File: src/core/msac_pkg.sv
// Purpose : Shared constants and types for the channel mux and 8-bit SAR control block
// Assumes : 10 MHz system clock, APB register access, one clock domain
// Notes   : Offsets are byte addresses of aligned 32-bit words
package msac_pkg;
    // ****************************************************************
    // Register map
    // ****************************************************************
    localparam logic [7:0] MSAC_OFF_CTRL   = 8'h00;
    localparam logic [7:0] MSAC_OFF_STATUS = 8'h04;
    localparam logic [7:0] MSAC_OFF_RESULT = 8'h08;
    localparam logic [7:0] MSAC_OFF_IRQST  = 8'h0C;
    localparam logic [7:0] MSAC_OFF_IRQMSK = 8'h10;
    // Control fields
    localparam int MSAC_CTRL_FREERUN = 0;
    localparam int MSAC_CTRL_START   = 1;
    // Status fields
    localparam int MSAC_ST_EOC  = 0;
    localparam int MSAC_ST_BUSY = 1;
    // Interrupt fields
    localparam int MSAC_IRQ_DONE  = 0;
    localparam int MSAC_IRQ_ABORT = 1;
    localparam int MSAC_IRQ_W     = 2;
    // Reset values
    localparam logic [1:0] MSAC_CTRL_RST   = 2'h0;
    localparam logic [1:0] MSAC_IRQMSK_RST = 2'h0;
    // ****************************************************************
    // Timing
    // ****************************************************************
    localparam int MSAC_CONV_PERIODS = 64;
    localparam int MSAC_EOC_MAX_LAT  = 8;
    localparam int MSAC_CH_COUNT     = 16;
    localparam int MSAC_RES_W        = 8;
    localparam int MSAC_PER_STEP     = MSAC_CONV_PERIODS / MSAC_RES_W;

    typedef enum logic [1:0] {
        MSAC_IDLE,
        MSAC_ARMED,
        MSAC_CONV
    } msac_state_t;
endpackage

File: src/core/msac_sar_if.sv
// Purpose : Carries sequencer signals between the control core and the SAR datapath
// Assumes : Single clock domain
// Notes   : Comparator decision arrives from the analog side
`timescale 1ns/1ps
interface msac_sar_if;
    logic       clear;
    logic       step;
    logic [2:0] bit_idx;
    logic       comp_hi;
    logic [7:0] trial;
    logic [7:0] sar;
    modport ctrl (output clear, output step, output bit_idx, input trial, input sar);
    modport dp   (input clear, input step, input bit_idx, input comp_hi,
                  output trial, output sar);
endinterface

File: src/core/msac_sar_dp.sv
// Purpose : Successive-approximation register datapath
// Assumes : Comparator input already synchronised
// Notes   : One bit decided per step, MSB first
`timescale 1ns/1ps
module msac_sar_dp
    import msac_pkg::*;
(
    input  wire logic clk,
    input  wire logic reset,
    msac_sar_if.dp    sar_if
);
    logic [7:0] sar_q;

    // ****************************************************************
    // Trial word and bit decision
    // ****************************************************************
    // Trial sets the bit under test on top of decided bits
    assign sar_if.trial = sar_q | (8'h01 << sar_if.bit_idx);
    assign sar_if.sar   = sar_q;

    // SAR cleared at start, then the trial bit kept on each step with comparator high
    always_ff @(posedge clk or posedge reset) begin
        if (reset) begin
            sar_q <= 8'h00;
        end else if (sar_if.clear) begin
            sar_q <= 8'h00;
        end else if (sar_if.step && sar_if.comp_hi) begin
            sar_q <= sar_if.trial;
        end
    end
endmodule

File: src/core/msac_ch_dec.sv
// Purpose : Channel address latch and one-hot decoder
// Assumes : Latch strobe and inhibit are already synchronised
// Notes   : Code zero selects the first channel
`timescale 1ns/1ps
module msac_ch_dec
    import msac_pkg::*;
(
    input  wire logic        clk,
    input  wire logic        reset,
    input  wire logic        latch_rise,
    input  wire logic [3:0]  sel_in,
    input  wire logic        mux_enable,
    output logic      [3:0]  sel_q,
    output logic      [15:0] ch_on
);
    // Captured on each latch rise, held otherwise
    always_ff @(posedge clk or posedge reset) begin
        if (reset) begin
            sel_q <= 4'h0;
        end else if (latch_rise) begin
            sel_q <= sel_in;
        end
    end

    // One channel on, or none when inhibited
    always_ff @(posedge clk or posedge reset) begin
        if (reset) begin
            ch_on <= 16'h0000;
        end else if (!mux_enable) begin
            ch_on <= 16'h0000;
        end else begin
            ch_on <= 16'h0001 << sel_q;
        end
    end
endmodule

File: src/core/msac_top.sv
// Purpose : Channel select, SAR conversion sequencer, result latch and APB registers
// Assumes : 10 MHz clk, all controller and comparator pins synchronised by two flops before use; APB inputs are used directly
// Notes   : One clock domain; reset is asynchronous, active high
//
// Added by the designer: the placing of the registers and register access over APB.
`timescale 1ns/1ps
module msac_top
    import msac_pkg::*;
#(
    parameter int RES_W = MSAC_RES_W
)(
    input  wire logic        clk,
    input  wire logic        reset,
    // APB slave
    input  wire logic        psel,
    input  wire logic        penable,
    input  wire logic        pwrite,
    input  wire logic [7:0]  paddr,
    input  wire logic [31:0] pwdata,
    output logic      [31:0] prdata,
    output logic             pready,
    output logic             pslverr,
    // Pins from the controller and comparator
    input  wire logic [3:0]  channel_select_bits,
    input  wire logic        addr_latch,
    input  wire logic        mux_enable,
    input  wire logic        start_pin,
    input  wire logic        out_enable,
    input  wire logic        comp_hi,
    // Pins to the controller and analog side
    output logic      [15:0] ch_on,
    output logic      [7:0]  data_o,
    output logic      [7:0]  data_oe,
    output logic             eoc,
    output logic             irq
);
    // ****************************************************************
    // Pin synchronisers
    // ****************************************************************
    logic [3:0] sel_m_q, sel_s_q;
    logic [4:0] pin_m_q, pin_s_q;
    logic       comp_m_q, comp_s_q;
    logic       latch_d1_q, start_d1_q;

    // Two flops per pin, first stage read only by second
    always_ff @(posedge clk or posedge reset) begin
        if (reset) begin
            sel_m_q  <= 4'h0;
            sel_s_q  <= 4'h0;
            pin_m_q  <= 5'h00;
            pin_s_q  <= 5'h00;
            comp_m_q <= 1'b0;
            comp_s_q <= 1'b0;
        end else begin
            sel_m_q  <= channel_select_bits;
            sel_s_q  <= sel_m_q;
            pin_m_q  <= {addr_latch, mux_enable, start_pin, out_enable, 1'b0};
            pin_s_q  <= pin_m_q;
            comp_m_q <= comp_hi;
            comp_s_q <= comp_m_q;
        end
    end

    logic latch_s, mux_en_s, start_ext_s, oe_s;
    assign latch_s     = pin_s_q[4];
    assign mux_en_s    = pin_s_q[3];
    assign start_ext_s = pin_s_q[2];
    assign oe_s        = pin_s_q[1];

    // ****************************************************************
    // Registers and start source
    // ****************************************************************
    logic [1:0]       ctrl_q;
    logic [1:0]       irq_st_q, irq_msk_q;
    logic [RES_W-1:0] result_q;
    logic             eoc_q;
    logic             start_lvl;
    logic             latch_rise, start_rise, start_fall;

    // Free-run feeds the end flag back to start
    assign start_lvl = start_ext_s | ctrl_q[MSAC_CTRL_START]
                     | (ctrl_q[MSAC_CTRL_FREERUN] & eoc_q);

    // Edge history of strobes
    always_ff @(posedge clk or posedge reset) begin
        if (reset) begin
            latch_d1_q <= 1'b0;
            start_d1_q <= 1'b0;
        end else begin
            latch_d1_q <= latch_s;
            start_d1_q <= start_lvl;
        end
    end

    assign latch_rise = latch_s & ~latch_d1_q;
    assign start_rise = start_lvl & ~start_d1_q;
    assign start_fall = ~start_lvl & start_d1_q;

    // ****************************************************************
    // Channel decoder
    // ****************************************************************
    logic [3:0] sel_q;

    msac_ch_dec u_dec (
        .clk        (clk),
        .reset      (reset),
        .latch_rise (latch_rise),
        .sel_in     (sel_s_q),
        .mux_enable (mux_en_s),
        .sel_q      (sel_q),
        .ch_on      (ch_on)
    );

    // ****************************************************************
    // Conversion sequencer
    // ****************************************************************
    msac_sar_if sar_if ();
    assign sar_if.comp_hi = comp_s_q;

    msac_sar_dp u_dp (
        .clk    (clk),
        .reset  (reset),
        .sar_if (sar_if)
    );

    msac_state_t state_q;
    logic [5:0]  cyc_q;
    logic        busy;
    logic        done;
    logic        abort;

    assign busy  = (state_q != MSAC_IDLE);
    assign done  = (state_q == MSAC_CONV) && (cyc_q == 6'(MSAC_CONV_PERIODS - 1));
    assign abort = start_rise && busy;

    // Start rise arms and aborts; fall begins
    always_ff @(posedge clk or posedge reset) begin
        if (reset) begin
            state_q <= MSAC_IDLE;
        end else if (start_rise) begin
            state_q <= MSAC_ARMED;
        end else begin
            unique case (state_q)
                MSAC_IDLE:  state_q <= MSAC_IDLE;
                MSAC_ARMED: if (start_fall) begin
                    state_q <= MSAC_CONV;
                end
                MSAC_CONV:  if (done) begin
                    state_q <= MSAC_IDLE;
                end
            endcase
        end
    end

    // Period counter, 64 periods per conversion
    always_ff @(posedge clk or posedge reset) begin
        if (reset) begin
            cyc_q <= 6'h00;
        end else if (state_q != MSAC_CONV) begin
            cyc_q <= 6'h00;
        end else begin
            cyc_q <= cyc_q + 6'h01;
        end
    end

    // One bit decided at the end of each eight-period slot
    assign sar_if.clear   = start_rise;
    assign sar_if.bit_idx = 3'(7 - (cyc_q / MSAC_PER_STEP));
    assign sar_if.step    = (state_q == MSAC_CONV)
                          && (cyc_q % MSAC_PER_STEP == MSAC_PER_STEP - 1);

    // End flag falls at the start rise, rises at completion
    always_ff @(posedge clk or posedge reset) begin
        if (reset) begin
            eoc_q <= 1'b1;
        end else if (start_rise) begin
            eoc_q <= 1'b0;
        end else if (done) begin
            eoc_q <= 1'b1;
        end
    end
    assign eoc = eoc_q;

    // Result latched only on completion, abort leaves it
    always_ff @(posedge clk or posedge reset) begin
        if (reset) begin
            result_q <= '0;
        end else if (done) begin
            result_q <= (sar_if.step && comp_s_q) ? sar_if.trial : sar_if.sar;
        end
    end

    // Three-state outputs, MSB on first data line
    always_ff @(posedge clk or posedge reset) begin
        if (reset) begin
            data_o  <= 8'h00;
            data_oe <= 8'h00;
        end else begin
            data_o  <= result_q;
            data_oe <= {8{oe_s}};
        end
    end

    // ****************************************************************
    // APB slave and interrupts
    // ****************************************************************
    logic acc, rd_st;
    assign acc     = psel && penable;
    assign pready  = 1'b1;
    assign rd_st   = acc && !pwrite && (paddr == MSAC_OFF_IRQST);
    assign pslverr = acc && !(paddr == MSAC_OFF_CTRL || paddr == MSAC_OFF_STATUS
                           || paddr == MSAC_OFF_RESULT || paddr == MSAC_OFF_IRQST
                           || paddr == MSAC_OFF_IRQMSK);

    // Control and mask writes; software start self-clears
    always_ff @(posedge clk or posedge reset) begin
        if (reset) begin
            ctrl_q    <= MSAC_CTRL_RST;
            irq_msk_q <= MSAC_IRQMSK_RST;
        end else begin
            ctrl_q[MSAC_CTRL_START] <= 1'b0;
            if (acc && pwrite && paddr == MSAC_OFF_CTRL) begin
                ctrl_q <= pwdata[1:0];
            end
            if (acc && pwrite && paddr == MSAC_OFF_IRQMSK) begin
                irq_msk_q <= pwdata[1:0];
            end
        end
    end

    // Sticky events, read clears, new event wins
    always_ff @(posedge clk or posedge reset) begin
        if (reset) begin
            irq_st_q <= 2'h0;
        end else begin
            irq_st_q <= (rd_st ? 2'h0 : irq_st_q) | {abort, done};
        end
    end
    // A set mask bit hides its source from the interrupt line
    assign irq = |(irq_st_q & ~irq_msk_q);

    // Read data registered in the setup phase, ready for the access phase
    always_ff @(posedge clk or posedge reset) begin
        if (reset) begin
            prdata <= 32'h0000_0000;
        end else if (psel && !penable && !pwrite) begin
            unique case (paddr)
                MSAC_OFF_CTRL:   prdata <= {30'h0, ctrl_q};
                MSAC_OFF_STATUS: prdata <= {26'h0, sel_q, busy, eoc_q};
                MSAC_OFF_RESULT: prdata <= {24'h0, result_q};
                MSAC_OFF_IRQST:  prdata <= {30'h0, irq_st_q};
                MSAC_OFF_IRQMSK: prdata <= {30'h0, irq_msk_q};
                default:         prdata <= 32'h0000_0000;
            endcase
        end
    end

    // ****************************************************************
    // Assertions
    // ****************************************************************
    a_eoc_falls: assert property (@(posedge clk) disable iff (reset)
        start_rise |=> !eoc_q) else $error("end flag did not fall after start");
    a_conv_len: assert property (@(posedge clk) disable iff (reset)
        done |-> ($past(state_q, 64) == MSAC_ARMED) && $past(state_q == MSAC_CONV, 63))
        else $error("conversion length not 64 periods");
    a_eoc_done: assert property (@(posedge clk) disable iff (reset)
        done && !start_rise |=> eoc_q) else $error("end flag not high after done");
    a_abort_keep: assert property (@(posedge clk) disable iff (reset)
        !done |=> $stable(result_q)) else $error("result changed without completion");
    a_begin_fall: assert property (@(posedge clk) disable iff (reset)
        $rose(state_q == MSAC_CONV) |-> $past(start_fall)) else $error("began without fall");
    a_abort_rst: assert property (@(posedge clk) disable iff (reset)
        abort |=> state_q == MSAC_ARMED) else $error("abort did not restart");
    a_sar_clear: assert property (@(posedge clk) disable iff (reset)
        start_rise |=> sar_if.sar == 8'h00) else $error("SAR not cleared");
    a_oe_drive: assert property (@(posedge clk) disable iff (reset)
        !oe_s |=> data_oe == 8'h00) else $error("data driven while disabled");
    a_inhibit: assert property (@(posedge clk) disable iff (reset)
        !mux_en_s |=> ch_on == 16'h0000) else $error("channel on while inhibited");
    a_one_hot: assert property (@(posedge clk) disable iff (reset)
        mux_en_s |=> ch_on == (16'h0001 << $past(sel_q))) else $error("wrong channel");
    a_latch_hold: assert property (@(posedge clk) disable iff (reset)
        !latch_rise |=> $stable(sel_q)) else $error("select changed without latch");

    c_full_conv: cover property (@(posedge clk) disable iff (reset) done);
    c_abort:     cover property (@(posedge clk) disable iff (reset) abort);
    c_freerun:   cover property (@(posedge clk) disable iff (reset)
        done ##1 ctrl_q[MSAC_CTRL_FREERUN]);
    c_irq:       cover property (@(posedge clk) disable iff (reset) $rose(irq));
endmodule

File: config.mk
export PLATFORM = sky130hd
export DESIGN_NAME = msac_top
export DESIGN_NICKNAME = d
export VERILOG_FILES = /design/src/core/msac_pkg.sv /design/src/core/msac_sar_if.sv /design/src/core/msac_sar_dp.sv /design/src/core/msac_ch_dec.sv /design/src/core/msac_top.sv
export SDC_FILE = /design/constraint.sdc
export NUM_CORES = 1
export LEC_CHECK = 0
export BUFFER_PORTS_ARGS = -buffer_cell sky130_fd_sc_hd__buf_4
export CAP_MARGIN = 20
export CORE_MARGIN = 1.5
export CORE_UTILIZATION = 30
export DETAILED_ROUTE_END_ITERATION = 8
export REMOVE_ABC_BUFFERS = 1
export SYNTH_ARGS = -nofsm -noshare
export SYNTH_HDL_FRONTEND = slang
export SYNTH_SLANG_ARGS = --single-unit
File: constraint.sdc
create_clock -name clk -period 4.3 [get_ports clk]
set_clock_uncertainty 0.1 [all_clocks]
set_input_delay 0.86 -clock clk [delete_from_list [all_inputs] [get_ports clk]]
set_output_delay 0.86 -clock clk [all_outputs]
set_load 0.01 [all_outputs]
==> results of run 1 <==
-- flip-flops by register name, summed over array words and instances (netlist names), 2 cells and up --
name	flops
ctrl_q	2
cyc_q	6
data_o	8
irq_msk_q	2
irq_st_q	2
pin_m_q	4
pin_s_q	4
prdata	8
result_q	8
sel_m_q	4
sel_s_q	4
state_q	2
u_dec.ch_on	16
u_dec.sel_q	4
u_dp.sar_if.sar	8
-- layer usage --
layer,wire length [um],up-vias
met5,0,-
met4,91,0
met3,280,8
met2,2872,57
met1,2762,1051
li1,-,1027
-- kinds of logic after synthesis --
kind of cell    share of synthesized area [%]
flops                                   64.25
buf+inv                                 8.902
mux                                     4.487
fa+ha+maj                               1.095
xor+xnor                               0.5109
simple gates                            13.24
compound gates                          7.297
other cells                            0.2190
-- Yosys cell counts, types with 3 or more instances --
cell type  instances
nor2_1            32
o21ai_0            3
nand3b_1           3
a21oi_1           13
buf_4             32
inv_1              7
nand2_1           13
nor3_1            10
ha_1               3
a22oi_1            4
nand2b_1           4
dfrtp_1           87
nor2b_1            6
nand3_1            5
mux2_2            11
o31ai_1            4
clkbuf_1           6
mux2i_1            3
-- worst register-to-register path: stages, from the launching register on --
cell      delay, ns
dfrtp_1        0.43
nand2b_1       0.27
nor3_2         0.20
buf_4          0.22
mux2_2         0.36
-- per-stage QoR --
step | hold WS, ns | util (%) | setup WS (ns)
floorplan | 0.2312 | - | 1.063
global placement | 0.2352 | 35.73 | 1.400
detailed placement | 0.2347 | 35.73 | 1.391
CTS | 0.2501 | 38.76 | 1.391
global route | 0.2633 | 38.94 | 1.271
finish | 0.2468 | 38.94 | 1.361
-- report_power, final --
part	switching, W	internal, W
clock	0.000335	0.000521
combinational	0.0000707	0.0000509
sequential	0.0000220	0.000854
-- worst max-delay path by stage --
stage | startpoint | to | slack [ns] | cells after the start
finish | paddr[1] | pslverr | 1.36 | 5
global route | paddr[1] | pslverr | 1.27 | 5
CTS | paddr[1] | pslverr | 1.39 | 5
detailed placement | paddr[1] | pslverr | 1.39 | 5
global placement | paddr[1] | pslverr | 1.40 | 5
floorplan | reset | comp_m_q | 1.06 | 1
-- cells in the final DEF, fill, tap and decap left out, drive strengths merged, types with 2 or more instances in the layout --
cell	netlist	routed
a22oi	4	4
a22o	2	2
dfrtp	87	87
conb	2	25
ha	3	3
or2	2	2
xor2	2	2
nor2b	6	6
nor2	32	32
o31ai	4	4
mux2i	3	3
mux2	11	11
and2	2	2
bufinv	0	2
clkbuf	6	9
a21oi	13	13
o21ai	3	3
inv	7	10
nand3b	3	3
nor4	3	3
buf	34	69
or4	2	2
nand2b	5	5
a31oi	2	2
a221o	2	2
nor3	11	11
nand2	13	13
nand3	5	5
-- layout make-up --
class | count | area, um^2 | share of cell area, %
multi-input cells | 169 | 1007 | 23.55
repair buffers | 69 | 530.5 | 12.40
well taps | 140 | 175.2 | 4.096
clock inverters | 7 | 107.6 | 2.516
inverters | 7 | 27.53 | 0.6437
flip-flops and latches | 88 | 2203 | 51.52
clock buffers | 9 | 225.2 | 5.266
==> flow_metrics.tcl, run 1 <==
set metrics [dict create \
    status "completed" \
    endpoint_kind "output port" \
    reg2reg_from "state_q[0]" \
    drv_slew 0 \
    powerDensity_mw_per_mm2 433.6 \
    synth_top_flop_cell "dfrtp_1" \
    synthesis.area_mm2 0.003430 \
    area_growth_pct 24.70 \
    cts_made_buffers 9 \
    drtAntennaViolNets 0 \
    fillers 1058 \
    rrSetupSlack_ns 2.60 \
    hold_violations 0 \
    post_cts_resized 0 \
    ff2ff_path_depth 4 \
    grt_use_total_pct 10.80 \
    drcViolationCount 0 \
    rsz0062_at_grt "false" \
    yosys_warnings 0 \
    io_pins 122 \
    critPathBufInv 2 \
    fin_crit_sh_pct 68.34 \
    routedWlPerCell_um 12.28 \
    met3_usage_pct 2.786 \
    die_area_mm2 0.01208 \
    syn-instance-count 281 \
    dr.first_iter.drc_count 94 \
    max_freq_mhz 340.3 \
    dpl_cell_area_mm2 0.003924 \
    overflow 0 \
    worstHoldPathCells 0 \
    synth.area.top_cells "dfrtp_1, buf_4, mux2_2" \
    cts_setup_buffers 0 \
    layoutNonFillerInstCount 489 \
    peakVddDrop_mv 0.2522 \
    hpwl_um 4292 \
    initial_core_util_pct 31.23 \
    worstReg2RegEnd "result_q[3]" \
    synth_top_area_share_pct 63.48 \
    path_class "in -> out" \
    post_drt_via_cell_ratio 4.382 \
    layout_min_cycle_time_ns 2.939 \
    diodes 0 \
    coreArea_mm2 0.01098 \
    cts.path.max_buffers 2 \
    ys_ff_latch 88 \
    ctsHoldBuffers 0 \
    relSlewSlack_pct 61.00 \
    cp_max_fo 4 \
    port_buffers 66 \
    antenna_found_initial 0 \
    start_kind "primary input" \
    drive_gt1_share_pct 30.09 \
    dr.pass1.iters 6 \
    grt-busiest-layer "met2" \
    slowest_delay_ns 0.45 \
    grt_pass1_vias 2005 \
    async_reset_ff_share_pct 100.0 \
    max-cap-violations 0 \
    holdPathEnd "pin_s_q[1]" \
    std_cell_rows 38 \
    slowest_stage "nor4_1" \
    crit_chain "buf_4, or2_1, nor4_1, a21oi_1, buf_4" \
    nets 401 \
    yosysTopAreaCell "dfrtp_1" \
    ys_types 46 \
    die_y_um 109.9 \
    cpMostUsedCell "buf_4" \
    grt_first_pass_wirelength_um 9922 \
    clock_latency_ns 0.34 \
    dp.cells 472 \
    seq_area_frac_synth_pct 64.25 \
    drt-total-wl_um 6006 \
    crit_family "simple AND/OR/NAND/NOR gates" \
    finalSetupViolCount 0 \
    clk_pin_slew_ns 0.06 \
    worst_pin_slew_ns 0.5796 \
    grt_use_met1_pct 14.78 \
    final_area_mm2 0.004277 \
    finalSetupTns_ns 0 \
    avgSynthCellArea_um2 12.20 \
    die_x_um 109.9 \
    tritoncts "built" \
    cp.arrival_ns 1.98 \
    gr-usage-met2_pct 16.24 \
    p_leak_nw 2.099 \
    clkSinkCount 88 \
    worstPathRequired_ns 3.34 \
    synth_edf_count 0 \
    hold_path.class "reg -> reg" \
    root_buffer "clkbuf_16" \
    holdCritStartpoint "pin_m_q[1]" \
    totalPowerFinal_w 0.001854 \
    ctsHtreeMaxLevel 3 \
    vias 2143 \
    grt_max_degree 62 \
    place_congestion 0.7496 \
]
Note: power is estimated with default switching activity, not from simulation.
==> run 2: changes to the inputs <==
- ABC_AREA: not set -> 1
- clock period: 4.3 -> 2.36 ns (I/O delays scaled with it)
==> flow_metrics.tcl, run 2 <==
set metrics [dict create \
    p_leak_nw 2.346 \
    syn-instance-count 364 \
    coreArea_mm2 0.01156 \
    worst_slack_ns 0.4824 \
    final_area_mm2 0.004469 \
    clk_pin_slew_ns 0.07 \
    max_flop_register "u_dec.ch_on" \
    drive_gt1_share_pct 24.89 \
    root_buffer "clkbuf_16" \
    grt_max_degree 34 \
    utilization_pct 38.65 \
    routedWlPerCell_um 11.46 \
    status "completed" \
    initial_core_util_pct 31.21 \
    ys_types 33 \
    peakVddDrop_mv 0.2816 \
    clock_latency_ns 0.33 \
    drtAntennaViolNets 0 \
    avgSynthCellArea_um2 9.917 \
    endpoint_kind "output port" \
    antenna_found_initial 0 \
    hpwl_um 4967 \
    cts.path.max_buffers 2 \
    largest_register_ff_count 16 \
    hold_path.class "in -> async" \
    diodes 0 \
    powerDensity_mw_per_mm2 753.2 \
    grt_first_pass_wirelength_um 11330 \
    area_growth_pct 23.81 \
    port_buffers 66 \
    path_class "in -> out" \
    reg2reg_from "eoc" \
    overflow 0 \
    seq_area_mm2 0.002203 \
    grt_pass1_vias 2417 \
    vias 2490 \
    hold_violations 0 \
    yosys_warnings 0 \
    drt-total-wl_um 6656 \
    std_cell_rows 39 \
    grt_use_total_pct 11.05 \
    synth_top_area_share_pct 60.31 \
    ctsHoldBuffers 0 \
    io_pins 122 \
    fillers 1139 \
    async_reset_ff_share_pct 100.0 \
    dr.pass1.iters 4 \
    die_area_mm2 0.01270 \
    ys_ff_latch 88 \
    synth_top_flop_cell "dfrtp_1" \
    dp_worst_setup_slack_ns 0.4771 \
    worstReg2RegEnd "u_dp.sar_if.sar[4]" \
    start_kind "primary input" \
    max-cap-violations 0 \
    ff2ff_path_depth 4 \
    synth_edf_count 0 \
    rrSetupSlack_ns 0.71 \
    nets 490 \
    die_y_um 112.7 \
    cts_made_buffers 9 \
    max_freq_mhz 532.6 \
    multi_input_area_mm2 0.001032 \
    layout_common_cells "dfrtp_1, buf_4, nand2_1" \
    post_drt_via_cell_ratio 4.286 \
    crit_path_end "pslverr" \
    die_x_um 112.7 \
    layoutNonFillerInstCount 581 \
    seq_area_frac_synth_pct 61.04 \
    post_cts_resized 0 \
    dr.first_iter.drc_count 118 \
    finalSetupViolCount 0 \
    dpl_cell_area_mm2 0.004143 \
    ctsHtreeMaxLevel 3 \
    yosysTopAreaCell "dfrtp_1" \
    fin_hold_ws_ns 0.04051 \
    cp.arrival_ns 1.31 \
    rsz0062_at_grt "false" \
    cts_setup_buffers 0 \
    yosysMostFrequentCell "dfrtp_1" \
    cp_max_fo 4 \
    synth.area.top_cells "dfrtp_1, buf_4, nand2_1" \
    worstPathRequired_ns 1.79 \
    tritoncts "built" \
    drv_slew 0 \
    layout_min_cycle_time_ns 1.878 \
    dp.cells 565 \
    synthesis.area_mm2 0.003610 \
    final_common_cell "dfrtp_1" \
    ys_top_cells_by_count "dfrtp_1, nand2_1, nor2_1, inv_1, buf_4" \
    fin_crit_sh_pct 79.56 \
    clkSinkCount 88 \
    place_congestion 0.8501 \
    startpoint "paddr[7]" \
    drcViolationCount 0 \
]
[run 2: cell types whose count changed in the layout (fill, tap and decap cells not counted), moves of 6 or more]
cell	change
nand2_1	+42
nand3_1	+24
mux2_2	-11
o21ai_1	+7
nor2_1	+18
nor2b_1	-6
inv_1	+40
nor3_1	-9
[run 2: worst min-delay path by stage]
stage                endpoint  slack (ns)  depth (start not counted)       start
3_5_place_dp       pin_s_q[2]        0.23                          0  pin_m_q[2]
4_1_cts        u_dec.ch_on[6]        0.04                          2       reset
6_report       u_dec.ch_on[6]        0.04                          2       reset
5_1_grt        u_dec.sel_q[1]        0.05                          2       reset
3_3_place_gp       data_oe[0]        0.23                          0  pin_s_q[1]
2_1_floorplan        comp_s_q        0.23                          0    comp_m_q
[run 2: per-stage QoR]
stage	setup TNS, ns	power, W
after global routing	0	0.003521
after global placement	0	0.001878
after detailed placement	0	0.001883
final	0	0.003366
after floorplan	-42.53	0.001766
after CTS	0	0.003411
[run 2: cell families after synthesis]
| kind of cell | Yosys count | synth area share, % |
|---|---|---|
| other | 2 | 0.2080 |
| AO/OA/AOI/OAI | 41 | 7.695 |
| AND/OR/NAND/NOR | 145 | 17.26 |
| buffers and inverters | 85 | 12.76 |
| adder cells (fa/ha/maj) | 3 | 1.040 |
| flip-flops | 88 | 61.04 |
[run 2: area by class of cell]
type | count | area share [%]
Tap cell | 143 | 4.003
Clock inverter | 7 | 2.268
Clock buffer | 9 | 5.039
Inverter | 51 | 4.423
Multi-Input combinational cell | 214 | 23.10
Timing Repair Buffer | 69 | 11.87
Sequential cell | 88 | 49.30
[run 2: metal layers]
metal | vias up | global-route usage, % | wire length, um
met5 | - | 0 | 0
met3 | 8 | 2.196 | 452
met1 | 1172 | 15.72 | 3201
li1 | 1223 | - | -
met2 | 87 | 16.59 | 2946
met4 | 0 | 4.557 | 56
[run 2: worst max-delay path: stages]
cell and delay [ns]:
buf_4 0.11, nor2_1 0.10, nand2_1 0.10, nor2_1 0.25, nor3_1 0.11, buf_4 0.15
[run 2: power breakdown]
| part | total, W | switching, W | leakage (nW) | internal (W) |
|---|---|---|---|---|
| sequential | 0.00160 | 0.0000364 | 1.15 | 0.00156 |
| combinational | 0.000253 | 0.000160 | 1.05 | 0.0000935 |
| clock | 0.00151 | 0.000577 | 0.153 | 0.000936 |
| total | 0.00337 | 0.000773 | 2.35 | 0.00259 |
